`src/design/fai_pkg.sv`:
```
package fai_pkg;
  localparam int NUM_CH    = 4;
  localparam int IMG_BYTES = 8;
  localparam int PRM_BYTES = 10;
  localparam logic [3:0] PRM_FN_LAST = 4'h3;
  localparam logic [3:0] PRM_LAST    = 4'h9;

  localparam logic [7:0] FN_KEEP    = 8'h00;
  localparam logic [7:0] FN_OFF     = 8'hff;
  localparam logic [7:0] FN_DEFAULT = 8'h28;
  localparam logic [7:0] FN_RTD2_LO = 8'h01;
  localparam logic [7:0] FN_RTD2_HI = 8'h04;
  localparam logic [7:0] FN_RES2_LO = 8'h05;
  localparam logic [7:0] FN_RES2_HI = 8'h08;
  localparam logic [7:0] FN_RTD4_LO = 8'h09;
  localparam logic [7:0] FN_RTD4_HI = 8'h0c;
  localparam logic [7:0] FN_RES4_LO = 8'h0d;
  localparam logic [7:0] FN_RES4_HI = 8'h0f;
  localparam logic [7:0] FN_TCE_LO  = 8'h10;
  localparam logic [7:0] FN_TCE_HI  = 8'h15;
  localparam logic [7:0] FN_TCI_LO  = 8'h18;
  localparam logic [7:0] FN_TCI_HI  = 8'h1d;
  localparam logic [7:0] FN_MV50    = 8'h27;
  localparam logic [7:0] FN_S7_LO   = 8'h28;
  localparam logic [7:0] FN_S7_HI   = 8'h2a;
  localparam logic [7:0] FN_S5_V10  = 8'h2b;

  localparam logic [15:0] RES_RESET = 16'h0000;
  localparam logic [15:0] S7_POS    = 16'h7fff;
  localparam logic [15:0] S7_NEG    = 16'h8001;
  localparam logic [15:0] S5_LIM    = 16'h5000;
  localparam logic [15:0] S5_MUL    = 16'h4bda;
  localparam int          S5_SHIFT  = 15;

  localparam int unsigned CLK_HZ     = 20_000_000;
  localparam int unsigned BLINK_MS   = 250;
  localparam int unsigned BLINK_CYC  = CLK_HZ / 1000 * BLINK_MS;
  localparam int          BLINK_W    = 23;
  localparam logic [BLINK_W-1:0] BLINK_RESET = 23'h000000;

  typedef enum logic [2:0] {
    FAI_ST_RD  = 3'b001,
    FAI_ST_CAP = 3'b010,
    FAI_ST_RUN = 3'b100
  } fai_st_type;

  function automatic logic fai_fn_valid(input logic [7:0] c);
    return (c >= FN_RTD2_LO && c <= FN_TCE_HI) || (c >= FN_TCI_LO && c <= FN_TCI_HI) ||
           (c >= FN_MV50 && c <= FN_S5_V10);
  endfunction
endpackage

```
`src/design/fai_ch_if.sv`:
```
`timescale 1ns/1ps
interface fai_ch_if;
  logic        [7:0]  code;
  logic               smp_vld;
  logic signed [15:0] smp;
  logic        [15:0] result;
  logic               open_det;
  logic               over_det;
  logic               blink;
  logic               lamp;
  modport top (output code, smp_vld, smp, open_det, over_det, blink, input result, lamp);
  modport fmt (input code, smp_vld, smp, output result);
  modport lmp (input code, open_det, over_det, blink, output lamp);
endinterface

```
`src/design/fai_fmt.sv`:
```
`timescale 1ns/1ps
module fai_fmt (
  input  wire logic clk_i,
  input  wire logic nrst_i,
  fai_ch_if.fmt     ch
);
  typedef struct packed {
    logic [15:0] res;
  } fai_fmt_st_type;

  fai_fmt_st_type st_ff;
  fai_fmt_st_type nxt_st;

  localparam logic [16:0] S5_MULW = {1'b0, fai_pkg::S5_MUL};

  always_comb begin
    logic [16:0] mag;
    logic [32:0] prod;
    logic [17:0] sc;
    mag    = '0;
    prod   = '0;
    sc     = '0;
    nxt_st = st_ff;
    mag    = ch.smp[15] ? 17'(-$signed({ch.smp[15], ch.smp})) : {1'b0, ch.smp};
    // widen before the product, a 17 bit product would lose the top
    prod   = {16'h0000, mag} * {16'h0000, S5_MULW};
    sc     = 18'(prod >> fai_pkg::S5_SHIFT);
    if (ch.code == fai_pkg::FN_OFF) begin
      nxt_st.res = fai_pkg::RES_RESET;
    end else if (ch.smp_vld) begin
      nxt_st.res = ch.smp;
      if ((ch.code >= fai_pkg::FN_RES2_LO && ch.code <= fai_pkg::FN_RES2_HI) ||
          (ch.code >= fai_pkg::FN_RES4_LO && ch.code <= fai_pkg::FN_RES4_HI)) begin
        if (ch.smp[15]) begin
          nxt_st.res = fai_pkg::RES_RESET;
        end
      end else if (ch.code >= fai_pkg::FN_MV50 && ch.code <= fai_pkg::FN_S7_HI) begin
        if (ch.smp == 16'h8000) begin
          nxt_st.res = fai_pkg::S7_NEG;
        end
      end else if (ch.code == fai_pkg::FN_S5_V10) begin
        if (sc > {2'b00, fai_pkg::S5_LIM}) begin
          sc = {2'b00, fai_pkg::S5_LIM};
        end
        nxt_st.res = {ch.smp[15] && (sc != '0), sc[14:0]};
      end
    end
  end

  always_ff @(posedge clk_i or negedge nrst_i) begin
    if (!nrst_i) begin
      st_ff <= '{res: fai_pkg::RES_RESET};
    end else begin
      st_ff <= nxt_st;
    end
  end

  assign ch.result = st_ff.res;
endmodule

```
`src/design/fai_lamp.sv`:
```
`timescale 1ns/1ps
module fai_lamp (
  input  wire logic clk_i,
  input  wire logic nrst_i,
  fai_ch_if.lmp     ch
);
  typedef struct packed {
    logic lamp;
  } fai_lamp_st_type;

  fai_lamp_st_type st_ff;
  fai_lamp_st_type nxt_st;

  always_comb begin
    nxt_st = st_ff;
    if (ch.code == fai_pkg::FN_OFF) begin
      nxt_st.lamp = 1'b0;
    end else if (ch.over_det) begin
      nxt_st.lamp = ch.blink;
    end else begin
      nxt_st.lamp = ch.open_det;
    end
  end

  always_ff @(posedge clk_i or negedge nrst_i) begin
    if (!nrst_i) begin
      st_ff <= '{lamp: 1'b0};
    end else begin
      st_ff <= nxt_st;
    end
  end

  assign ch.lamp = st_ff.lamp;
endmodule

```
`src/design/fai_top.sv`:
```
`timescale 1ns/1ps
module fai_top #(
  parameter int unsigned BLINK_CYC = fai_pkg::BLINK_CYC
) (
  input  wire logic        clk_i,
  input  wire logic        nrst_i,
  input  wire logic        prm_wr_i,
  input  wire logic        prm_rd_i,
  input  wire logic [3:0]  prm_addr_i,
  input  wire logic [7:0]  prm_data_i,
  output logic      [7:0]  prm_rdata_o,
  output logic             prm_busy_o,
  output logic             prm_err_o,
  output logic             nvm_rd_o,
  output logic             nvm_wr_o,
  output logic      [3:0]  nvm_addr_o,
  output logic      [7:0]  nvm_wdata_o,
  input  wire logic [7:0]  nvm_rdata_i,
  input  wire logic        smp_vld_i,
  input  wire logic [1:0]  smp_ch_i,
  input  wire logic [15:0] smp_val_i,
  input  wire logic [3:0]  open_pin_i,
  input  wire logic [3:0]  over_pin_i,
  input  wire logic        img_rd_i,
  input  wire logic [2:0]  img_addr_i,
  output logic      [7:0]  img_data_o,
  output logic      [3:0]  chan_on_o,
  output logic      [3:0]  channel_fault_lamp_o
);
  localparam logic [fai_pkg::BLINK_W-1:0] BLINK_TOP = fai_pkg::BLINK_W'(BLINK_CYC - 1);

  typedef struct packed {
    fai_pkg::fai_st_type                        st;
    logic [3:0]                                 idx;
    logic [fai_pkg::PRM_BYTES-1:0][7:0]         prm;
    logic [3:0]                                 open_s1;
    logic [3:0]                                 open_s2;
    logic [3:0]                                 over_s1;
    logic [3:0]                                 over_s2;
    logic [fai_pkg::BLINK_W-1:0]                blink_cnt;
    logic                                       blink;
    logic [7:0]                                 prm_rdata;
    logic                                       err;
    logic                                       nvm_wr;
    logic [3:0]                                 nvm_addr;
    logic [7:0]                                 nvm_wdata;
    logic [7:0]                                 img_data;
    logic [3:0]                                 chan_on;
  } fai_top_st_type;

  fai_top_st_type st_ff;
  fai_top_st_type nxt_st;

  logic [fai_pkg::NUM_CH-1:0][15:0] res_w;
  logic [fai_pkg::NUM_CH-1:0]       lamp_w;

  fai_ch_if ch_if [fai_pkg::NUM_CH] ();

  // one word and one independent code per channel
  for (genvar g = 0; g < fai_pkg::NUM_CH; g++) begin : g_ch
    assign ch_if[g].code     = st_ff.prm[g];
    assign ch_if[g].smp_vld  = smp_vld_i && (smp_ch_i == 2'(g));
    assign ch_if[g].smp      = smp_val_i;
    assign ch_if[g].open_det = st_ff.open_s2[g];
    assign ch_if[g].over_det = st_ff.over_s2[g];
    assign ch_if[g].blink    = st_ff.blink;
    assign res_w[g]          = ch_if[g].result;
    assign lamp_w[g]         = ch_if[g].lamp;

    fai_fmt u_fmt (
      .clk_i  (clk_i),
      .nrst_i (nrst_i),
      .ch     (ch_if[g])
    );

    fai_lamp u_lamp (
      .clk_i  (clk_i),
      .nrst_i (nrst_i),
      .ch     (ch_if[g])
    );
  end

  always_comb begin
    logic [7:0] cap;
    logic       fn_byte;
    logic       wr_addr_ok;
    logic       wr_keep;
    logic       wr_bad;
    cap        = '0;
    fn_byte    = 1'b0;
    wr_addr_ok = 1'b0;
    wr_keep    = 1'b0;
    wr_bad     = 1'b0;
    nxt_st  = st_ff;

    // pins are asynchronous to the module clock
    nxt_st.open_s1 = open_pin_i;
    nxt_st.open_s2 = st_ff.open_s1;
    nxt_st.over_s1 = over_pin_i;
    nxt_st.over_s2 = st_ff.over_s1;

    // flash rate for the overcurrent lamp
    if (st_ff.blink_cnt == BLINK_TOP) begin
      nxt_st.blink_cnt = '0;
      nxt_st.blink     = !st_ff.blink;
    end else begin
      nxt_st.blink_cnt = st_ff.blink_cnt + 1'b1;
    end

    nxt_st.err    = 1'b0;
    nxt_st.nvm_wr = 1'b0;

    case (st_ff.st)
      fai_pkg::FAI_ST_RD: begin
        nxt_st.st = fai_pkg::FAI_ST_CAP;
      end
      fai_pkg::FAI_ST_CAP: begin
        cap     = nvm_rdata_i;
        fn_byte = st_ff.idx <= fai_pkg::PRM_FN_LAST;
        // restore stored bytes, zero or an unlisted code keeps the default
        if (!fn_byte) begin
          nxt_st.prm[st_ff.idx] = cap;
        end else if (cap != fai_pkg::FN_KEEP && (fai_pkg::fai_fn_valid(cap) || cap == fai_pkg::FN_OFF)) begin
          nxt_st.prm[st_ff.idx] = cap;
        end
        if (st_ff.idx == fai_pkg::PRM_LAST) begin
          nxt_st.st  = fai_pkg::FAI_ST_RUN;
          nxt_st.idx = '0;
        end else begin
          nxt_st.st  = fai_pkg::FAI_ST_RD;
          nxt_st.idx = st_ff.idx + 1'b1;
        end
      end
      fai_pkg::FAI_ST_RUN: begin
        fn_byte    = prm_addr_i <= fai_pkg::PRM_FN_LAST;
        wr_addr_ok = prm_addr_i <= fai_pkg::PRM_LAST;
        // zero is a no-op on a function byte
        wr_keep    = fn_byte && prm_data_i == fai_pkg::FN_KEEP;
        // accept listed codes and off, flag the rest
        wr_bad     = fn_byte && !wr_keep && !fai_pkg::fai_fn_valid(prm_data_i) &&
                     prm_data_i != fai_pkg::FN_OFF;
        if (prm_wr_i) begin
          // refused writes change nothing but the error pulse
          if (!wr_addr_ok || wr_bad) begin
            nxt_st.err = 1'b1;
          end else if (!wr_keep) begin
            nxt_st.prm[prm_addr_i] = prm_data_i;
            nxt_st.nvm_wr          = 1'b1;
            nxt_st.nvm_addr        = prm_addr_i;
            nxt_st.nvm_wdata       = prm_data_i;
          end
        end
        // bytes past the end read as zero rather than aliasing
        if (prm_rd_i) begin
          case (prm_addr_i)
            4'h0:    nxt_st.prm_rdata = st_ff.prm[0];
            4'h1:    nxt_st.prm_rdata = st_ff.prm[1];
            4'h2:    nxt_st.prm_rdata = st_ff.prm[2];
            4'h3:    nxt_st.prm_rdata = st_ff.prm[3];
            4'h4:    nxt_st.prm_rdata = st_ff.prm[4];
            4'h5:    nxt_st.prm_rdata = st_ff.prm[5];
            4'h6:    nxt_st.prm_rdata = st_ff.prm[6];
            4'h7:    nxt_st.prm_rdata = st_ff.prm[7];
            4'h8:    nxt_st.prm_rdata = st_ff.prm[8];
            4'h9:    nxt_st.prm_rdata = st_ff.prm[9];
            default: nxt_st.prm_rdata = 8'h00;
          endcase
        end
      end
      default: begin
        nxt_st.st  = fai_pkg::FAI_ST_RD;
        nxt_st.idx = '0;
      end
    endcase

    // load cycles reuse the write address register as the read address
    if (nxt_st.st == fai_pkg::FAI_ST_RD) begin
      nxt_st.nvm_addr = nxt_st.idx;
    end

    for (int i = 0; i < fai_pkg::NUM_CH; i++) begin
      nxt_st.chan_on[i] = nxt_st.prm[i] != fai_pkg::FN_OFF;
    end

    if (img_rd_i) begin
      case (img_addr_i)
        3'h0:    nxt_st.img_data = res_w[0][15:8];
        3'h1:    nxt_st.img_data = res_w[0][7:0];
        3'h2:    nxt_st.img_data = res_w[1][15:8];
        3'h3:    nxt_st.img_data = res_w[1][7:0];
        3'h4:    nxt_st.img_data = res_w[2][15:8];
        3'h5:    nxt_st.img_data = res_w[2][7:0];
        3'h6:    nxt_st.img_data = res_w[3][15:8];
        3'h7:    nxt_st.img_data = res_w[3][7:0];
        default: nxt_st.img_data = 8'h00;
      endcase
    end
  end

  always_ff @(posedge clk_i or negedge nrst_i) begin
    if (!nrst_i) begin
      st_ff.st        <= fai_pkg::FAI_ST_RD;
      st_ff.idx       <= 4'h0;
      // every channel starts on the 10 V range
      st_ff.prm[0]    <= fai_pkg::FN_DEFAULT;
      st_ff.prm[1]    <= fai_pkg::FN_DEFAULT;
      st_ff.prm[2]    <= fai_pkg::FN_DEFAULT;
      st_ff.prm[3]    <= fai_pkg::FN_DEFAULT;
      st_ff.prm[4]    <= 8'h00;
      st_ff.prm[5]    <= 8'h00;
      st_ff.prm[6]    <= 8'h00;
      st_ff.prm[7]    <= 8'h00;
      st_ff.prm[8]    <= 8'h00;
      st_ff.prm[9]    <= 8'h00;
      st_ff.open_s1   <= 4'h0;
      st_ff.open_s2   <= 4'h0;
      st_ff.over_s1   <= 4'h0;
      st_ff.over_s2   <= 4'h0;
      st_ff.blink_cnt <= fai_pkg::BLINK_RESET;
      st_ff.blink     <= 1'b0;
      st_ff.prm_rdata <= 8'h00;
      st_ff.err       <= 1'b0;
      st_ff.nvm_wr    <= 1'b0;
      st_ff.nvm_addr  <= 4'h0;
      st_ff.nvm_wdata <= 8'h00;
      st_ff.img_data  <= 8'h00;
      st_ff.chan_on   <= 4'hf;
    end else begin
      st_ff <= nxt_st;
    end
  end

  assign prm_rdata_o          = st_ff.prm_rdata;
  assign prm_busy_o           = st_ff.st != fai_pkg::FAI_ST_RUN;
  assign prm_err_o            = st_ff.err;
  assign nvm_rd_o             = st_ff.st == fai_pkg::FAI_ST_RD;
  assign nvm_wr_o             = st_ff.nvm_wr;
  assign nvm_addr_o           = st_ff.nvm_addr;
  assign nvm_wdata_o          = st_ff.nvm_wdata;
  assign img_data_o           = st_ff.img_data;
  assign chan_on_o            = st_ff.chan_on;
  assign channel_fault_lamp_o = lamp_w;
endmodule

```
`config.mk`:
```
export PLATFORM = sky130hd
export DESIGN_NAME = fai_top
export DESIGN_NICKNAME = d
export VERILOG_FILES = /design/src/design/fai_pkg.sv /design/src/design/fai_ch_if.sv /design/src/design/fai_fmt.sv /design/src/design/fai_lamp.sv /design/src/design/fai_top.sv
export SDC_FILE = /design/constraint.sdc
export NUM_CORES = 1
export LEC_CHECK = 0
export BUFFER_PORTS_ARGS = -buffer_cell sky130_fd_sc_hd__buf_2
export CAP_MARGIN = 20
export CORE_AREA = 2 2 205 207
export CTS_CLUSTER_SIZE = 14
export DETAILED_ROUTE_END_ITERATION = 8
export DIE_AREA = 0 0 207 209
export PLACE_DENSITY = 0.61
export SLEW_MARGIN = 5
export SYNTH_ARGS = -nofsm -noshare
export SYNTH_HDL_FRONTEND = slang
export SYNTH_SLANG_ARGS = --single-unit
export TNS_END_PERCENT = 5
```
`constraint.sdc`:
```
create_clock -name clk_i -period 4.2 [get_ports clk_i]
set_clock_uncertainty 0.05 [all_clocks]
set_input_delay 0.84 -clock clk_i [delete_from_list [all_inputs] [get_ports clk_i]]
set_output_delay 0.84 -clock clk_i [all_outputs]
set_load 0.01 [all_outputs]
```
==> out/qor.yml <==
status: "finished, violations left"
violations: "setup timing"
use_met2_pct: 45.66
ctsHoldBuffers: 0
drt_iter0_markers: 1621
gp_congestion: 0.9584
cts_buffers: 26
fin_area_um2: 22320
post-route-min-period_ns: 7.636
synth_edf_count: 0
dpl_worst_slack_ns: -4.128
setup_slack_ns: -3.436
cts-root-buf: "clkbuf_16"
syn_avg_cell_area_um2: 8.847
fmax_mhz: 131.0
num_rows: 75
die_width_um: 207
rsz0062_at_grt: "yes"
crit_path_max_fanout: 5
grt_overflow_total: 0
start_util_pct: 44.08
grtUsageTotal_pct: 27.36
worst_slew_pin_slew_ns: 1.103
wire_per_inst_um: 20.68
antenna_found_initial: 1
cp-end-kind: "flip-flop"
cp.required_ns: 4.56
antenna_left: 0
die_h_um: 209
setup_violations: 64
critPathSlowestCell: "or4_4"
coreArea_um2: 41290
mappedNetlistArea_um2: 18200
synth_seq_cells: 229
hpwl_um: 45060
holdCritPathClass: "input port to async pin"
grt_start_max_net_pins: 117
synth.distinct_cells: 84
maxSlewHeadroom_pct: 26.45
area_delta_synth_final_pct: 22.63
ys_seq_area_share_pct: 31.58
hold_viol: 0
avgViaCountPerCell: 5.848
vias: 16800
start_kind: "input port"
drc_errors: 0
grt_pass1_wl_um: 94300
grt_pass1_vias: 17000
wl_um: 59380
drv_cap: 0
clock_latency_ns: 0.55
ys.flop_type: "dfrtp_1"
global_route.usage.met3_pct: 4.223
cts_tree: "built"
grtUsageMet1_pct: 36.48
drive_above_1_share_pct: 24.53
synth_warnings: 0
die-area_um2: 43260
arrival_ns: 7.99
tns_ns: -212.68
io_pins: 95
async_flop_share_pct: 100.0
period_share_pct: 181.8
clk_pin_slew_worst_paths_ns: 0.06
port_buffers: 94
crit_type: "input port to flip-flop"
cts_sinks: 229
dp.cells: 2804
first_pass_iters: 9
fin_nets: 2595
place_area_um2: 20900
final_max_slew_viol_count: 0
finalNonFillerCells: 2872
synthCells: 2057
max_stage_delay_ns: 0.54
cts_buffer_depth: 3
cts_htree_levels: 1
grt_busiest_layer: "met2"
[worst paths after layout]
kind | endpoint | startpoint | slack [ns] | cells past startpoint
worst max-delay path | g_ch[0].u_fmt.ch.result[4]$_DFFE_PN0P_ | smp_val_i[6] | -3.44 | 32
worst min-delay path | g_ch[0].u_fmt.ch.result[11]$_DFFE_PN0P_ | nrst_i | 0.26 | 1
worst max register to register | g_ch[1].u_fmt.ch.result[8]$_DFFE_PN0P_ | ch_if[1].code[3]$_DFF_PN1_ | 1.21 | 6
worst min register to register | ch_if[3].over_det$_DFF_PN0_ | nxt_st[61]$_DFF_PN0_ | 0.30 | 0
max in group asynchronous | st_ff[52]$_DFF_PN0_ | nrst_i | 2.88 | 2
min in group clk_i | ch_if[3].over_det$_DFF_PN0_ | nxt_st[61]$_DFF_PN0_ | 0.30 | 0
[synth_stat cells, types with 25 or more instances]
cell type  instances  area share [%]
inv_1            204             4.2
a211oi_1          25             1.0
nor2_1           157             3.2
dfrtp_1          216              30
nand3_1           62             1.7
fa_1              91              10
nand2_1          235             4.8
clkbuf_1          79             1.6
a21oi_1           95             2.6
nor3_1            55             1.5
nand4_1           27            0.93
a22oi_1           66             2.7
o21ai_0          107             2.9
buf_4             38             1.6
mux2i_1           38             2.1
xnor2_1           27             1.3
ha_1             135             9.3
[metal layers]
| layer | share of wire [%] | vias to the layer above |
|---|---|---|
| met3 | 7.5 | 133 |
| met4 | 3.4 | 0 |
| met5 | 0 | - |
| met1 | 41 | 8184 |
| li1 | - | 7736 |
| met2 | 48 | 743 |
[cell usage in the layout, fill, tap and decap left out, drive strengths merged, types with 6 or more instances in the layout]
cell	instances
mux2i	38
dfstp	13
mux2	6
nand3	63
a21o	16
o21bai	6
nor3b	13
nor3	57
a22o	18
o21ai	112
o211ai	23
nand2b	17
ha	135
o221ai	13
xnor2	27
a211oi	25
nor4	8
or2	10
dfrtp	216
nand2	235
a222oi	18
clkbuf	43
a31oi	23
and2	11
a22oi	66
nor2b	16
inv	205
conb	8
o22ai	12
nor2	157
a21oi	97
a32oi	9
xor2	18
and4	7
and3	16
or3	16
nand4	27
buf	355
fa	91
a221oi	20
[stage by stage]
step / hold slack [ns] / utilization (%)
floorplan: 0.2812 / -
global placement: 0.2837 / 50.62
detailed placement: 0.2855 / 50.62
CTS: 0.2981 / 53.32
global route: 0.2988 / 54.05
finish: 0.2599 / 54.05
[cell families (layout without fill, tap and decap cells)]
kind of cell	after synthesis	count (layout)	share of synthesized area, %
AND/OR/NAND/NOR	675	675	17.71
AO/OA/AOI/OAI	491	491	18.23
buffers and inverters	340	609	7.900
flip-flops	229	229	31.58
adder cells (fa/ha/maj)	226	226	19.29
multiplexers	49	49	3.080
XOR/XNOR	45	45	2.166
other	2	9	0.04127
[final cells by class]
| cell class | count | area (um2) |
|---|---|---|
| fillers | 3709 | 18970 |
| multi-input cells | 1494 | 11740 |
| flip-flops and latches | 229 | 5747 |
| repair buffers | 357 | 2565 |
| clock buffers | 41 | 788.3 |
| inverters | 206 | 773.2 |
| well taps | 539 | 674.4 |
| clock inverters | 5 | 31.28 |
| diodes | 1 | 2.502 |
[flip-flops by register name, summed over array words and instances (netlist names), 8 cells and up]
register,cells
nxt_st,8
st_ff,78
nvm_wdata_o,8
img_data_o,8
prm_rdata_o,8
g_ch.u_fmt.ch.result,64
ch_if.code,32
[critical path, delay by kind of cell]
family	cells	cell delay, ns
xor+xnor	1	0.18
mux	1	0.25
fa+ha+maj	7	2.85
buf+inv	10	1.00
simple gates	7	1.84
compound gates	6	1.00
[timing repair]
action | 4_1_cts | 5_1_grt
pin swaps | 57 | 11
resized for setup | 56 | 45
setup endpoints to repair | 64 | 64
gates cloned | 0 | 2
endpoints found under the hold margin | 0 | 0
setup buffers | 9 | 9
Power is not shown: default switching activity piles up to over one toggle a cycle in this logic, so the estimate is an artifact.
